$ cat src/logic/wsc_pkg.sv
// package: constants, types and helpers of the weekly schedule comparator
package wsc_pkg;
  localparam int          APB_AW          = 12;
  localparam int          DW              = 16;
  localparam logic [11:0] ADDR_CTRL       = 12'h000;
  localparam logic [11:0] ADDR_STATUS     = 12'h004;
  localparam logic [11:0] ADDR_DREG_BASE  = 12'h100;
  localparam int          CTRL_EXEC       = 0;
  localparam int          CTRL_INIT       = 1;
  localparam int          CTRL_PULSE      = 2;
  localparam int          CTRL_RSRC       = 3;
  localparam logic [3:0]  CTRL_RESET      = 4'h0;
  localparam int          ST_OUT          = 0;
  localparam int          ST_ERR          = 1;
  localparam int          ST_BUSY         = 2;
  localparam int          WORDS_PER_ENTRY = 3;
  localparam logic [1:0]  SUB_DAYS        = 2'h0;
  localparam logic [1:0]  SUB_ON          = 2'h1;
  localparam logic [1:0]  SUB_OFF         = 2'h2;
  localparam logic [13:0] MIN_PER_DAY     = 14'h05a0;
  localparam logic [14:0] MIN_PER_WEEK    = 15'h2760;
  localparam logic [15:0] ON_MAX          = 16'h2359;
  localparam logic [15:0] OFF_MAX         = 16'h2400;
  localparam logic [7:0]  MIN_MAX         = 8'h59;

  // one schedule entry: on days [6:0], off days [14:8], bcd hhmm times
  typedef struct packed {
    logic [15:0] days;
    logic [15:0] on_time;
    logic [15:0] off_time;
  } wsc_entry_t;

  localparam wsc_entry_t DEF_ENTRY = '{16'h3e3e, 16'h0800, 16'h1700};

  typedef enum {ST_IDLE, ST_INIT, ST_SCAN} wsc_state_t;

  // bcd hhmm to minutes of the day
  function automatic logic [10:0] wsc_bcd_min(input logic [15:0] t);
    logic [10:0] hh;
    logic [10:0] mm;
    hh = 11'(t[15:12]) * 11'h00a + 11'(t[11:8]);
    mm = 11'(t[7:4]) * 11'h00a + 11'(t[3:0]);
    return 11'(hh * 11'h03c + mm);
  endfunction

  // any bcd digit above nine
  function automatic logic wsc_bcd_bad(input logic [15:0] t);
    return (t[15:12] > 4'h9) || (t[11:8] > 4'h9) || (t[7:4] > 4'h9) || (t[3:0] > 4'h9);
  endfunction
endpackage

$ cat src/logic/wsc_weekly_cmp.sv
// weekly schedule comparator with apb register access
`timescale 1ns/1ps
// Function
// - evaluates only while execution on, else off
// - init edge copies defaults into data registers
// - init ignored unless register sourcing selected
// - output follows day and time comparison
// - pulse mode: one scan at on entry
// - pulse mode: execution rise checks on entries
// - level mode: on at on, off at off
// - constant mode uses fixed default entries
// - three registers per entry from base
// - constant entries cannot change while running
// - register entries read fresh every scan
// - bad time or no day flags error
// - level mode: execution rise applies current state
// - higher entry wins on equal time
module wsc_weekly_cmp
  import wsc_pkg::*;
#(
  parameter int PARAM_BASE_REG  = 0,
  parameter int PARAM_SET_COUNT = 20,
  parameter int DREG_DEPTH      = 64
) (
  input  wire logic                      CORE_CLK,   // core clock, 40 MHz
  input  wire logic                      RESET_N,    // synchronous reset, active low
  input  wire logic                      PSEL,       // apb select
  input  wire logic                      PENABLE,    // apb access phase
  input  wire logic                      PWRITE,     // apb write
  input  wire logic [wsc_pkg::APB_AW-1:0] PADDR,     // apb byte address
  input  wire logic [31:0]               PWDATA,     // apb write data
  output logic      [31:0]               PRDATA,     // apb read data
  output logic                           PREADY,     // apb ready
  output logic                           PSLVERR,    // apb error, unmapped
  input  wire logic                      SCAN_TICK,  // start of a program scan
  input  wire logic [2:0]                CAL_DOW,    // weekday, 0 sunday
  input  wire logic [15:0]               CAL_TIME,   // bcd hhmm of calendar
  output logic                           WEEK_OUT,   // schedule output
  output logic                           EXEC_ERR    // sticky execution error
);
  localparam int          AW        = $clog2(DREG_DEPTH);
  localparam logic [AW-1:0] BASE_IDX = AW'(PARAM_BASE_REG);
  localparam logic [AW-1:0] LAST_W  = AW'(WORDS_PER_ENTRY * PARAM_SET_COUNT - 1);
  localparam logic [11:0] DREG_END  = 12'(ADDR_DREG_BASE + 12'(4 * DREG_DEPTH));

  wsc_state_t  state_reg;
  wsc_state_t  state_next;
  logic [3:0]  ctrl_reg;
  logic        out_reg;
  logic        err_reg;
  logic        rd_pend_reg;
  logic        init_prev_reg;
  logic        init_req_reg;
  logic        scan_req_reg;
  logic [AW-1:0] w_reg;
  logic [1:0]  sub_reg;
  logic        vld_d_reg;
  logic [1:0]  sub_d_reg;
  logic        last_d_reg;
  logic [15:0] cword_reg;
  wsc_entry_t  ent_reg;
  logic [13:0] now_reg;
  logic [14:0] best_age_reg;
  logic        best_on_reg;
  logic        exec_prev_reg;
  logic        fire_prev_reg;
  logic [13:0] fire_min_reg;

  // apb decode
  wire         apb_acc   = PSEL && PENABLE;
  wire         is_ctrl   = PADDR == ADDR_CTRL;
  wire         is_stat   = PADDR == ADDR_STATUS;
  wire         is_mem    = (PADDR >= ADDR_DREG_BASE) && (PADDR < DREG_END)
                           && (PADDR[1:0] == 2'h0);
  wire [11:0]  mem_off   = 12'(PADDR - ADDR_DREG_BASE);
  wire [AW-1:0] apb_idx  = mem_off[AW+1:2];
  wire         idle      = state_reg == ST_IDLE;
  wire         mem_ready = idle && (PWRITE || rd_pend_reg);
  wire         apb_done  = apb_acc && PREADY;
  wire         ctrl_wr   = apb_done && PWRITE && is_ctrl;
  wire         stat_wr   = apb_done && PWRITE && is_stat;
  wire         mem_wr    = apb_done && PWRITE && is_mem;
  wire         rd_issue  = apb_acc && is_mem && !PWRITE && idle && !rd_pend_reg;
  wire         busy      = !idle || vld_d_reg;

  assign PREADY  = is_mem ? mem_ready : 1'b1;
  assign PSLVERR = apb_acc && !(is_ctrl || is_stat || is_mem);

  // control bits
  wire exec_on  = ctrl_reg[CTRL_EXEC];
  wire pulse_on = ctrl_reg[CTRL_PULSE];
  wire rsrc_on  = ctrl_reg[CTRL_RSRC];
  wire init_rise = ctrl_reg[CTRL_INIT] && !init_prev_reg;

  // sequencer start, apb memory traffic keeps the port
  wire start_ok = idle && !(PSEL && is_mem);
  wire go_init  = start_ok && init_req_reg;
  wire go_scan  = start_ok && !init_req_reg && scan_req_reg;
  wire last_w   = w_reg == LAST_W;

  // memory ports
  logic [15:0] mem_rdata;
  logic [15:0] def_word;
  wire  [AW-1:0] seq_idx  = BASE_IDX + w_reg;
  wire  [AW-1:0] mem_raddr = (state_reg == ST_SCAN) ? seq_idx : apb_idx;
  wire  [AW-1:0] mem_waddr = (state_reg == ST_INIT) ? seq_idx : apb_idx;
  wire           mem_we    = (state_reg == ST_INIT) || mem_wr;
  wire  [15:0]   mem_wdata = (state_reg == ST_INIT) ? def_word : PWDATA[15:0];

  always_comb begin
    unique case (sub_reg)
      SUB_DAYS: def_word = DEF_ENTRY.days;
      SUB_ON:   def_word = DEF_ENTRY.on_time;
      default:  def_word = DEF_ENTRY.off_time;
    endcase
  end

  wsc_dreg_mem #(
    .W     (DW),
    .DEPTH (DREG_DEPTH),
    .AW    (AW)
  ) u_mem (
    .clk   (CORE_CLK),
    .we    (mem_we),
    .waddr (mem_waddr),
    .wdata (mem_wdata),
    .raddr (mem_raddr),
    .rdata (mem_rdata)
  );

  // word of the entry arriving this cycle
  wire [15:0] word_in  = rsrc_on ? mem_rdata : cword_reg;
  wire        got_days = vld_d_reg && (sub_d_reg == SUB_DAYS);
  wire        got_on   = vld_d_reg && (sub_d_reg == SUB_ON);
  wire        got_off  = vld_d_reg && (sub_d_reg == SUB_OFF);
  wire        scan_end = got_off && last_d_reg;

  logic [14:0] on_age;
  logic [14:0] off_age;

  wsc_time_eval u_on_eval (
    .days    (ent_reg.days[6:0]),
    .hhmm    (ent_reg.on_time),
    .now_min (now_reg),
    .age     (on_age)
  );

  wsc_time_eval u_off_eval (
    .days    (ent_reg.days[14:8]),
    .hhmm    (word_in),
    .now_min (now_reg),
    .age     (off_age)
  );

  // entry validity
  wire on_bad  = (ent_reg.on_time > ON_MAX) || (ent_reg.on_time[7:0] > MIN_MAX)
                 || wsc_bcd_bad(ent_reg.on_time);
  wire off_bad = (word_in > OFF_MAX) || (word_in[7:0] > MIN_MAX) || wsc_bcd_bad(word_in);
  wire day_bad = (ent_reg.days[6:0] == 7'h00) || (ent_reg.days[14:8] == 7'h00);
  wire ent_bad = got_off && (on_bad || off_bad || day_bad);

  // latest event so far, later entries win ties
  logic [14:0] cand_age;
  logic        cand_on;

  always_comb begin
    cand_age = best_age_reg;
    cand_on  = best_on_reg;
    if (got_off && !ent_bad) begin
      if (on_age <= cand_age) begin
        cand_age = on_age;
        cand_on  = 1'b1;
      end
      if (off_age <= cand_age) begin
        cand_age = off_age;
        cand_on  = 1'b0;
      end
    end
  end

  // output decision at the end of a scan
  wire exec_rise = exec_on && !exec_prev_reg;
  wire hit_now   = cand_age == 15'h0000;
  wire fire      = exec_on && hit_now && cand_on;
  // one pulse per minute, a later on minute may fire again
  wire new_min   = !fire_prev_reg || (fire_min_reg != now_reg);
  logic out_next;

  always_comb begin
    out_next = out_reg;
    if (scan_end) begin
      if (!exec_on) begin
        out_next = 1'b0;
      end else if (pulse_on) begin
        out_next = fire && (new_min || exec_rise);
      end else if (exec_rise || hit_now) begin
        out_next = cand_on;
      end
    end
  end

  always_comb begin
    state_next = state_reg;
    unique case (state_reg)
      ST_IDLE: begin
        if (go_init) begin
          state_next = ST_INIT;
        end else if (go_scan) begin
          state_next = ST_SCAN;
        end
      end
      ST_INIT: begin
        if (last_w) begin
          state_next = ST_IDLE;
        end
      end
      ST_SCAN: begin
        if (last_w) begin
          state_next = ST_IDLE;
        end
      end
    endcase
  end

  always_ff @(posedge CORE_CLK) begin
    if (!RESET_N) begin
      state_reg <= ST_IDLE;
    end else begin
      state_reg <= state_next;
    end
  end

  // word and sub-word counters
  always_ff @(posedge CORE_CLK) begin
    if (!RESET_N || go_init || go_scan || last_w) begin
      w_reg   <= '0;
      sub_reg <= SUB_DAYS;
    end else if (!idle) begin
      w_reg   <= w_reg + 1'b1;
      sub_reg <= (sub_reg == SUB_OFF) ? SUB_DAYS : 2'(sub_reg + 2'h1);
    end
  end

  // read pipeline tags
  always_ff @(posedge CORE_CLK) begin
    if (!RESET_N) begin
      vld_d_reg  <= 1'b0;
      sub_d_reg  <= SUB_DAYS;
      last_d_reg <= 1'b0;
      cword_reg  <= '0;
    end else begin
      vld_d_reg  <= state_reg == ST_SCAN;
      sub_d_reg  <= sub_reg;
      last_d_reg <= (state_reg == ST_SCAN) && last_w;
      cword_reg  <= def_word;
    end
  end

  always_ff @(posedge CORE_CLK) begin
    if (!RESET_N) begin
      ent_reg <= '0;
    end else if (got_days) begin
      ent_reg.days <= word_in;
    end else if (got_on) begin
      ent_reg.on_time <= word_in;
    end
  end

  // scan time snapshot and running best
  always_ff @(posedge CORE_CLK) begin
    if (!RESET_N) begin
      now_reg      <= '0;
      best_age_reg <= MIN_PER_WEEK;
      best_on_reg  <= 1'b0;
    end else if (go_scan) begin
      now_reg      <= 14'(14'(CAL_DOW) * MIN_PER_DAY) + 14'(wsc_bcd_min(CAL_TIME));
      best_age_reg <= MIN_PER_WEEK;
      best_on_reg  <= 1'b0;
    end else begin
      best_age_reg <= cand_age;
      best_on_reg  <= cand_on;
    end
  end

  always_ff @(posedge CORE_CLK) begin
    if (!RESET_N) begin
      out_reg       <= 1'b0;
      exec_prev_reg <= 1'b0;
      fire_prev_reg <= 1'b0;
      fire_min_reg  <= '0;
    end else if (scan_end) begin
      out_reg       <= out_next;
      exec_prev_reg <= exec_on;
      fire_prev_reg <= fire;
      fire_min_reg  <= now_reg;
    end
  end

  // control register and request flags, set wins over clear
  always_ff @(posedge CORE_CLK) begin
    if (!RESET_N) begin
      ctrl_reg      <= CTRL_RESET;
      init_prev_reg <= 1'b0;
    end else begin
      if (ctrl_wr) begin
        ctrl_reg <= PWDATA[3:0];
      end
      init_prev_reg <= ctrl_reg[CTRL_INIT];
    end
  end

  always_ff @(posedge CORE_CLK) begin
    if (!RESET_N) begin
      init_req_reg <= 1'b0;
      scan_req_reg <= 1'b0;
    end else begin
      init_req_reg <= (init_rise && rsrc_on) || (init_req_reg && !go_init);
      scan_req_reg <= SCAN_TICK || (scan_req_reg && !go_scan);
    end
  end

  always_ff @(posedge CORE_CLK) begin
    if (!RESET_N) begin
      err_reg <= 1'b0;
    end else begin
      err_reg <= ent_bad || (err_reg && !(stat_wr && PWDATA[ST_ERR]));
    end
  end

  always_ff @(posedge CORE_CLK) begin
    if (!RESET_N) begin
      rd_pend_reg <= 1'b0;
    end else begin
      rd_pend_reg <= rd_issue || (rd_pend_reg && !apb_done);
    end
  end

  always_comb begin
    PRDATA = 32'h0000_0000;
    if (is_ctrl) begin
      PRDATA = {28'h0000000, ctrl_reg};
    end else if (is_stat) begin
      PRDATA[ST_OUT]  = out_reg;
      PRDATA[ST_ERR]  = err_reg;
      PRDATA[ST_BUSY] = busy;
    end else if (is_mem) begin
      PRDATA = {16'h0000, mem_rdata};
    end
  end

  assign WEEK_OUT = out_reg;
  assign EXEC_ERR = err_reg;
endmodule

$ cat src/logic/wsc_dreg_mem.sv
// data register file holding the schedule words
`timescale 1ns/1ps
module wsc_dreg_mem #(
  parameter int W     = 16,
  parameter int DEPTH = 64,
  parameter int AW    = 6
) (
  input  wire logic          clk,    // core clock
  input  wire logic          we,     // write strobe
  input  wire logic [AW-1:0] waddr,  // write index
  input  wire logic [W-1:0]  wdata,  // write word
  input  wire logic [AW-1:0] raddr,  // read index
  output logic      [W-1:0]  rdata   // registered read word
);
  logic [W-1:0] mem [DEPTH];

  always_ff @(posedge clk) begin
    if (we) begin
      mem[waddr] <= wdata;
    end
  end

  always_ff @(posedge clk) begin
    rdata <= mem[raddr];
  end
endmodule

$ cat src/logic/wsc_time_eval.sv
// age in minutes of the latest weekly event of one setting
`timescale 1ns/1ps
module wsc_time_eval
  import wsc_pkg::*;
(
  input  wire logic [6:0]  days,     // selected weekdays, bit 0 sunday
  input  wire logic [15:0] hhmm,     // bcd event time
  input  wire logic [13:0] now_min,  // current minute of the week
  output logic      [14:0] age       // minutes since event, week if none
);
  logic [14:0] t;
  logic [14:0] diff;

  always_comb begin
    t    = '0;
    diff = '0;
    age  = MIN_PER_WEEK;
    for (int d = 0; d < 7; d++) begin
      if (days[d]) begin
        t    = 15'(15'(d) * 15'(MIN_PER_DAY)) + 15'(wsc_bcd_min(hhmm));
        diff = 15'(15'(now_min) + MIN_PER_WEEK - t);
        if (diff >= MIN_PER_WEEK) begin
          diff = 15'(diff - MIN_PER_WEEK);
        end
        if (diff < age) begin
          age = diff;
        end
      end
    end
  end
endmodule

$ cat config.mk
export PLATFORM = sky130hd
export DESIGN_NAME = wsc_weekly_cmp
export DESIGN_NICKNAME = d
export VERILOG_FILES = /design/src/logic/wsc_pkg.sv /design/src/logic/wsc_weekly_cmp.sv /design/src/logic/wsc_dreg_mem.sv /design/src/logic/wsc_time_eval.sv
export SDC_FILE = /design/constraint.sdc
export NUM_CORES = 2
export LEC_CHECK = 0
export ABC_CLOCK_PERIOD_IN_PS = 28400
export BUFFER_PORTS_ARGS = -buffer_cell sky130_fd_sc_hd__buf_2
export CAP_MARGIN = 15
export CORE_UTILIZATION = 40
export CTS_BUF_LIST = sky130_fd_sc_hd__clkbuf_2 sky130_fd_sc_hd__clkbuf_4 sky130_fd_sc_hd__clkbuf_8
export CTS_CLUSTER_SIZE = 14
export DETAILED_ROUTE_END_ITERATION = 10
export PLACE_DENSITY = 0.61
export SLEW_MARGIN = 20
export SYNTH_ARGS = -nofsm -noshare
export SYNTH_HDL_FRONTEND = slang
export SYNTH_SLANG_ARGS = --single-unit
$ cat constraint.sdc
create_clock -name CORE_CLK -period 28.4 [get_ports CORE_CLK]
set_input_delay 2.84 -clock CORE_CLK [delete_from_list [all_inputs] [get_ports CORE_CLK]]
set_output_delay 2.84 -clock CORE_CLK [all_outputs]
set_load 0.1 [all_outputs]
==> metrics <==
CP max stage delay 530 ps; layout cell share with drive strength beyond 1 between 10% and 20%; detailed-route DRC error count 0; root buffer cell clkbuf_8; footprint of the multi-input gates about 31,000 um^2; Crit Path Max Fanout 11; Die Y 408 um; Synth area leaders edfxtp_1 47%, mux4_2 8.8%, ha_1 8.2%; Post-synth top cells 1,024 x edfxtp_1, 465 x nand2_1, 434 x ha_1; Reg-to-Reg Start ent_reg[28]$_SDFFE_PN0P_; largest net degree at the start of global routing 129; post-route clock period utilization 94.2%; Register Area roughly 33,000 um^2; Tmin final 26,740 ps; GRT Overall Usage 21.3%; placed inst area 69,600 um^2; Filler cells 14,865; sequential share of the synthesized area 50.3%; clk sinks 1,144; CTS tree built; initial antenna violation count 13; Mapped Avg Cell Area ~12 um^2; Worst Setup Start Kind flop; H-tree Lvls 4; number of global-route vias before repair 44,152; post-synth top area share between 40% and 50%; CP Capture Type flop; status finished, final reports clean; gpl congestion 0.946; Crit path arrival time 27,520 ps; clock-pin transition on the worst setup and hold timing paths about 60 ps; Final Skew 74.2 ps; Yosys top cell by area edfxtp_1; total CTS buffers 174; Worst-Skew Late Latency 900 ps; Synth Flop Type edfxtp_1; Seq cells post-synth approximately 1,100; worst slew pin tran 1070 ps; endpoints failing setup 0; routed vias/inst 5.58; maximum clock rate roughly 0.037 GHz; Core ar. around 160,000 um^2; Crit Path Class reg -> reg; CP Launch Point ent_reg[28]$_SDFFE_PN0P_; Post-synth EDFFs 1,024; max FFs per register 1,024; DR iter-0 viols around 3,900; most numerous cell in the Yosys netlist edfxtp_1; FP Rows 148; Remaining Overflow, GRT 0; critical path's slowest cell or4_1; Initial Utilization 40.4%; Final Hold Viols 0; max-slew violation count 0; maxcap violations 0; final setup TNS 0 ps; max_slew headroom 28.4%; CTS max path bufs 3; Hold Path Class reg -> reg; Buffers on Ports 72; Final nets about 6,200; Die ar. 166,000 um^2; area delta synth->final 11.3%; hpwl dp 124,000 um; first-pass GRT wire length 270,000 um; Die Wd between 400 and 500 um; mapped cell area 65,900 um^2; synth unique cells ~100; cells after synthesis 5,421; Final ANT Viol Nets 0; Worst path most repeated cell o21ai_0; Ports 105; Yosys warnings 0; Routed WL 180,000 um; Post-synth ARST share 0%; DRT Pass-1 Iters 7; wire per inst about 23 um; via count 44,432; design area 73,300 um^2; WP data required 29,180 ps; Worst Hold Launch fire_min_reg[9]$_SDFFE_PN0P_
-- metal layers --
metal  routed length [um]  global-route usage (%)
met5                   88                       0
met4                 4980                    6.33
met3                11900                    4.31
met2                87300                    35.7
met1                75700                    27.6
-- worst max-delay path: cells and delay by family (launching register included) --
kind	cells	cell delay, ps
flops	1	340
simple gates	46	8310
xor+xnor	3	530
mux	1	320
fa+ha+maj	16	5050
compound gates	60	11080
buf+inv	7	970
-- area by class of cell --
type | count | area share, %
flip-flops and latches | 1144 | 45.2
clock inverters | 67 | 0.606
repair buffers | 250 | 2.38
inverters | 299 | 1.53
multi-input cells | 3775 | 42.5
diodes | 7 | 0.0239
clock buffers | 245 | 4.02
well taps | 2175 | 3.71
-- timing repair --
item                       CTS  global route
setup buffers                0             6
setup endpoints to repair    0            14
gates resized for setup      0            50
hold buffers                 0             0
-- kinds of logic (layout without fill, tap and decap cells) --
| group | after synthesis | count (layout) | share of synthesized area [%] |
|---|---|---|---|
| XOR/XNOR | 321 | 321 | 4.28 |
| buffers and inverters | 519 | 861 | 3.10 |
| adder cells (fa/ha/maj) | 507 | 507 | 10.4 |
| AND/OR/NAND/NOR | 1443 | 1443 | 10.6 |
| multiplexers | 328 | 328 | 9.89 |
| flip-flops | 1144 | 1144 | 50.3 |
| other | 2 | 25 | 0.0114 |
| AO/OA/AOI/OAI | 1157 | 1158 | 11.4 |
-- path summary, 6_finish.rpt --
path,endpoint,slack [ps],cells after the start
max,WEEK_OUT$_SDFFE_PN0P_,1660,133
min,fire_min_reg[9]$_SDFFE_PN0P_,470,2
max reg2reg,WEEK_OUT$_SDFFE_PN0P_,1660,133
min reg2reg,fire_min_reg[9]$_SDFFE_PN0P_,470,2
-- placed cells by master (no fill, tap or decap), types with 60 or more instances in the layout --
cell / Yosys / final
a21o_1: 97 / 96
nand2_1: 465 / 464
fa_1: 72 / 72
mux4_2: 256 / 256
a21oi_1: 313 / 305
xor2_1: 102 / 101
nand2b_1: 79 / 78
buf_2: 1 / 72
o21ai_0: 227 / 218
dfxtp_1: 120 / 119
edfxtp_1: 1024 / 1024
buf_4: 19 / 175
xnor2_1: 218 / 217
ha_1: 434 / 432
and2_1: 107 / 103
nor2b_1: 65 / 60
nand3_1: 60 / 60
inv_1: 295 / 294
clkbuf_4: 0 / 68
nor2_1: 376 / 372
clkbuf_8: 0 / 177
a211oi_1: 132 / 129
o21a_1: 66 / 63
-- metrics by stage --
| stage | util, % | hold WS, ps | setup slack [ps] | cells |
|---|---|---|---|---|
| final | 44.9 | 466 | 1660 | 7962 |
| after global routing | 44.9 | 490 | -31.3 | 7958 |
| after CTS | 44.7 | 467 | 491 | 7947 |
| after detailed placement | 42.7 | 460 | 716 | 7635 |
| after global placement | 42.7 | 455 | 727 | 7635 |
| after floorplan | - | 437 | 2220 | 5437 |
Power is left out: the tool's default activity adds up to more than one toggle a clock period on the data nets, which glitch-free logic cannot reach.
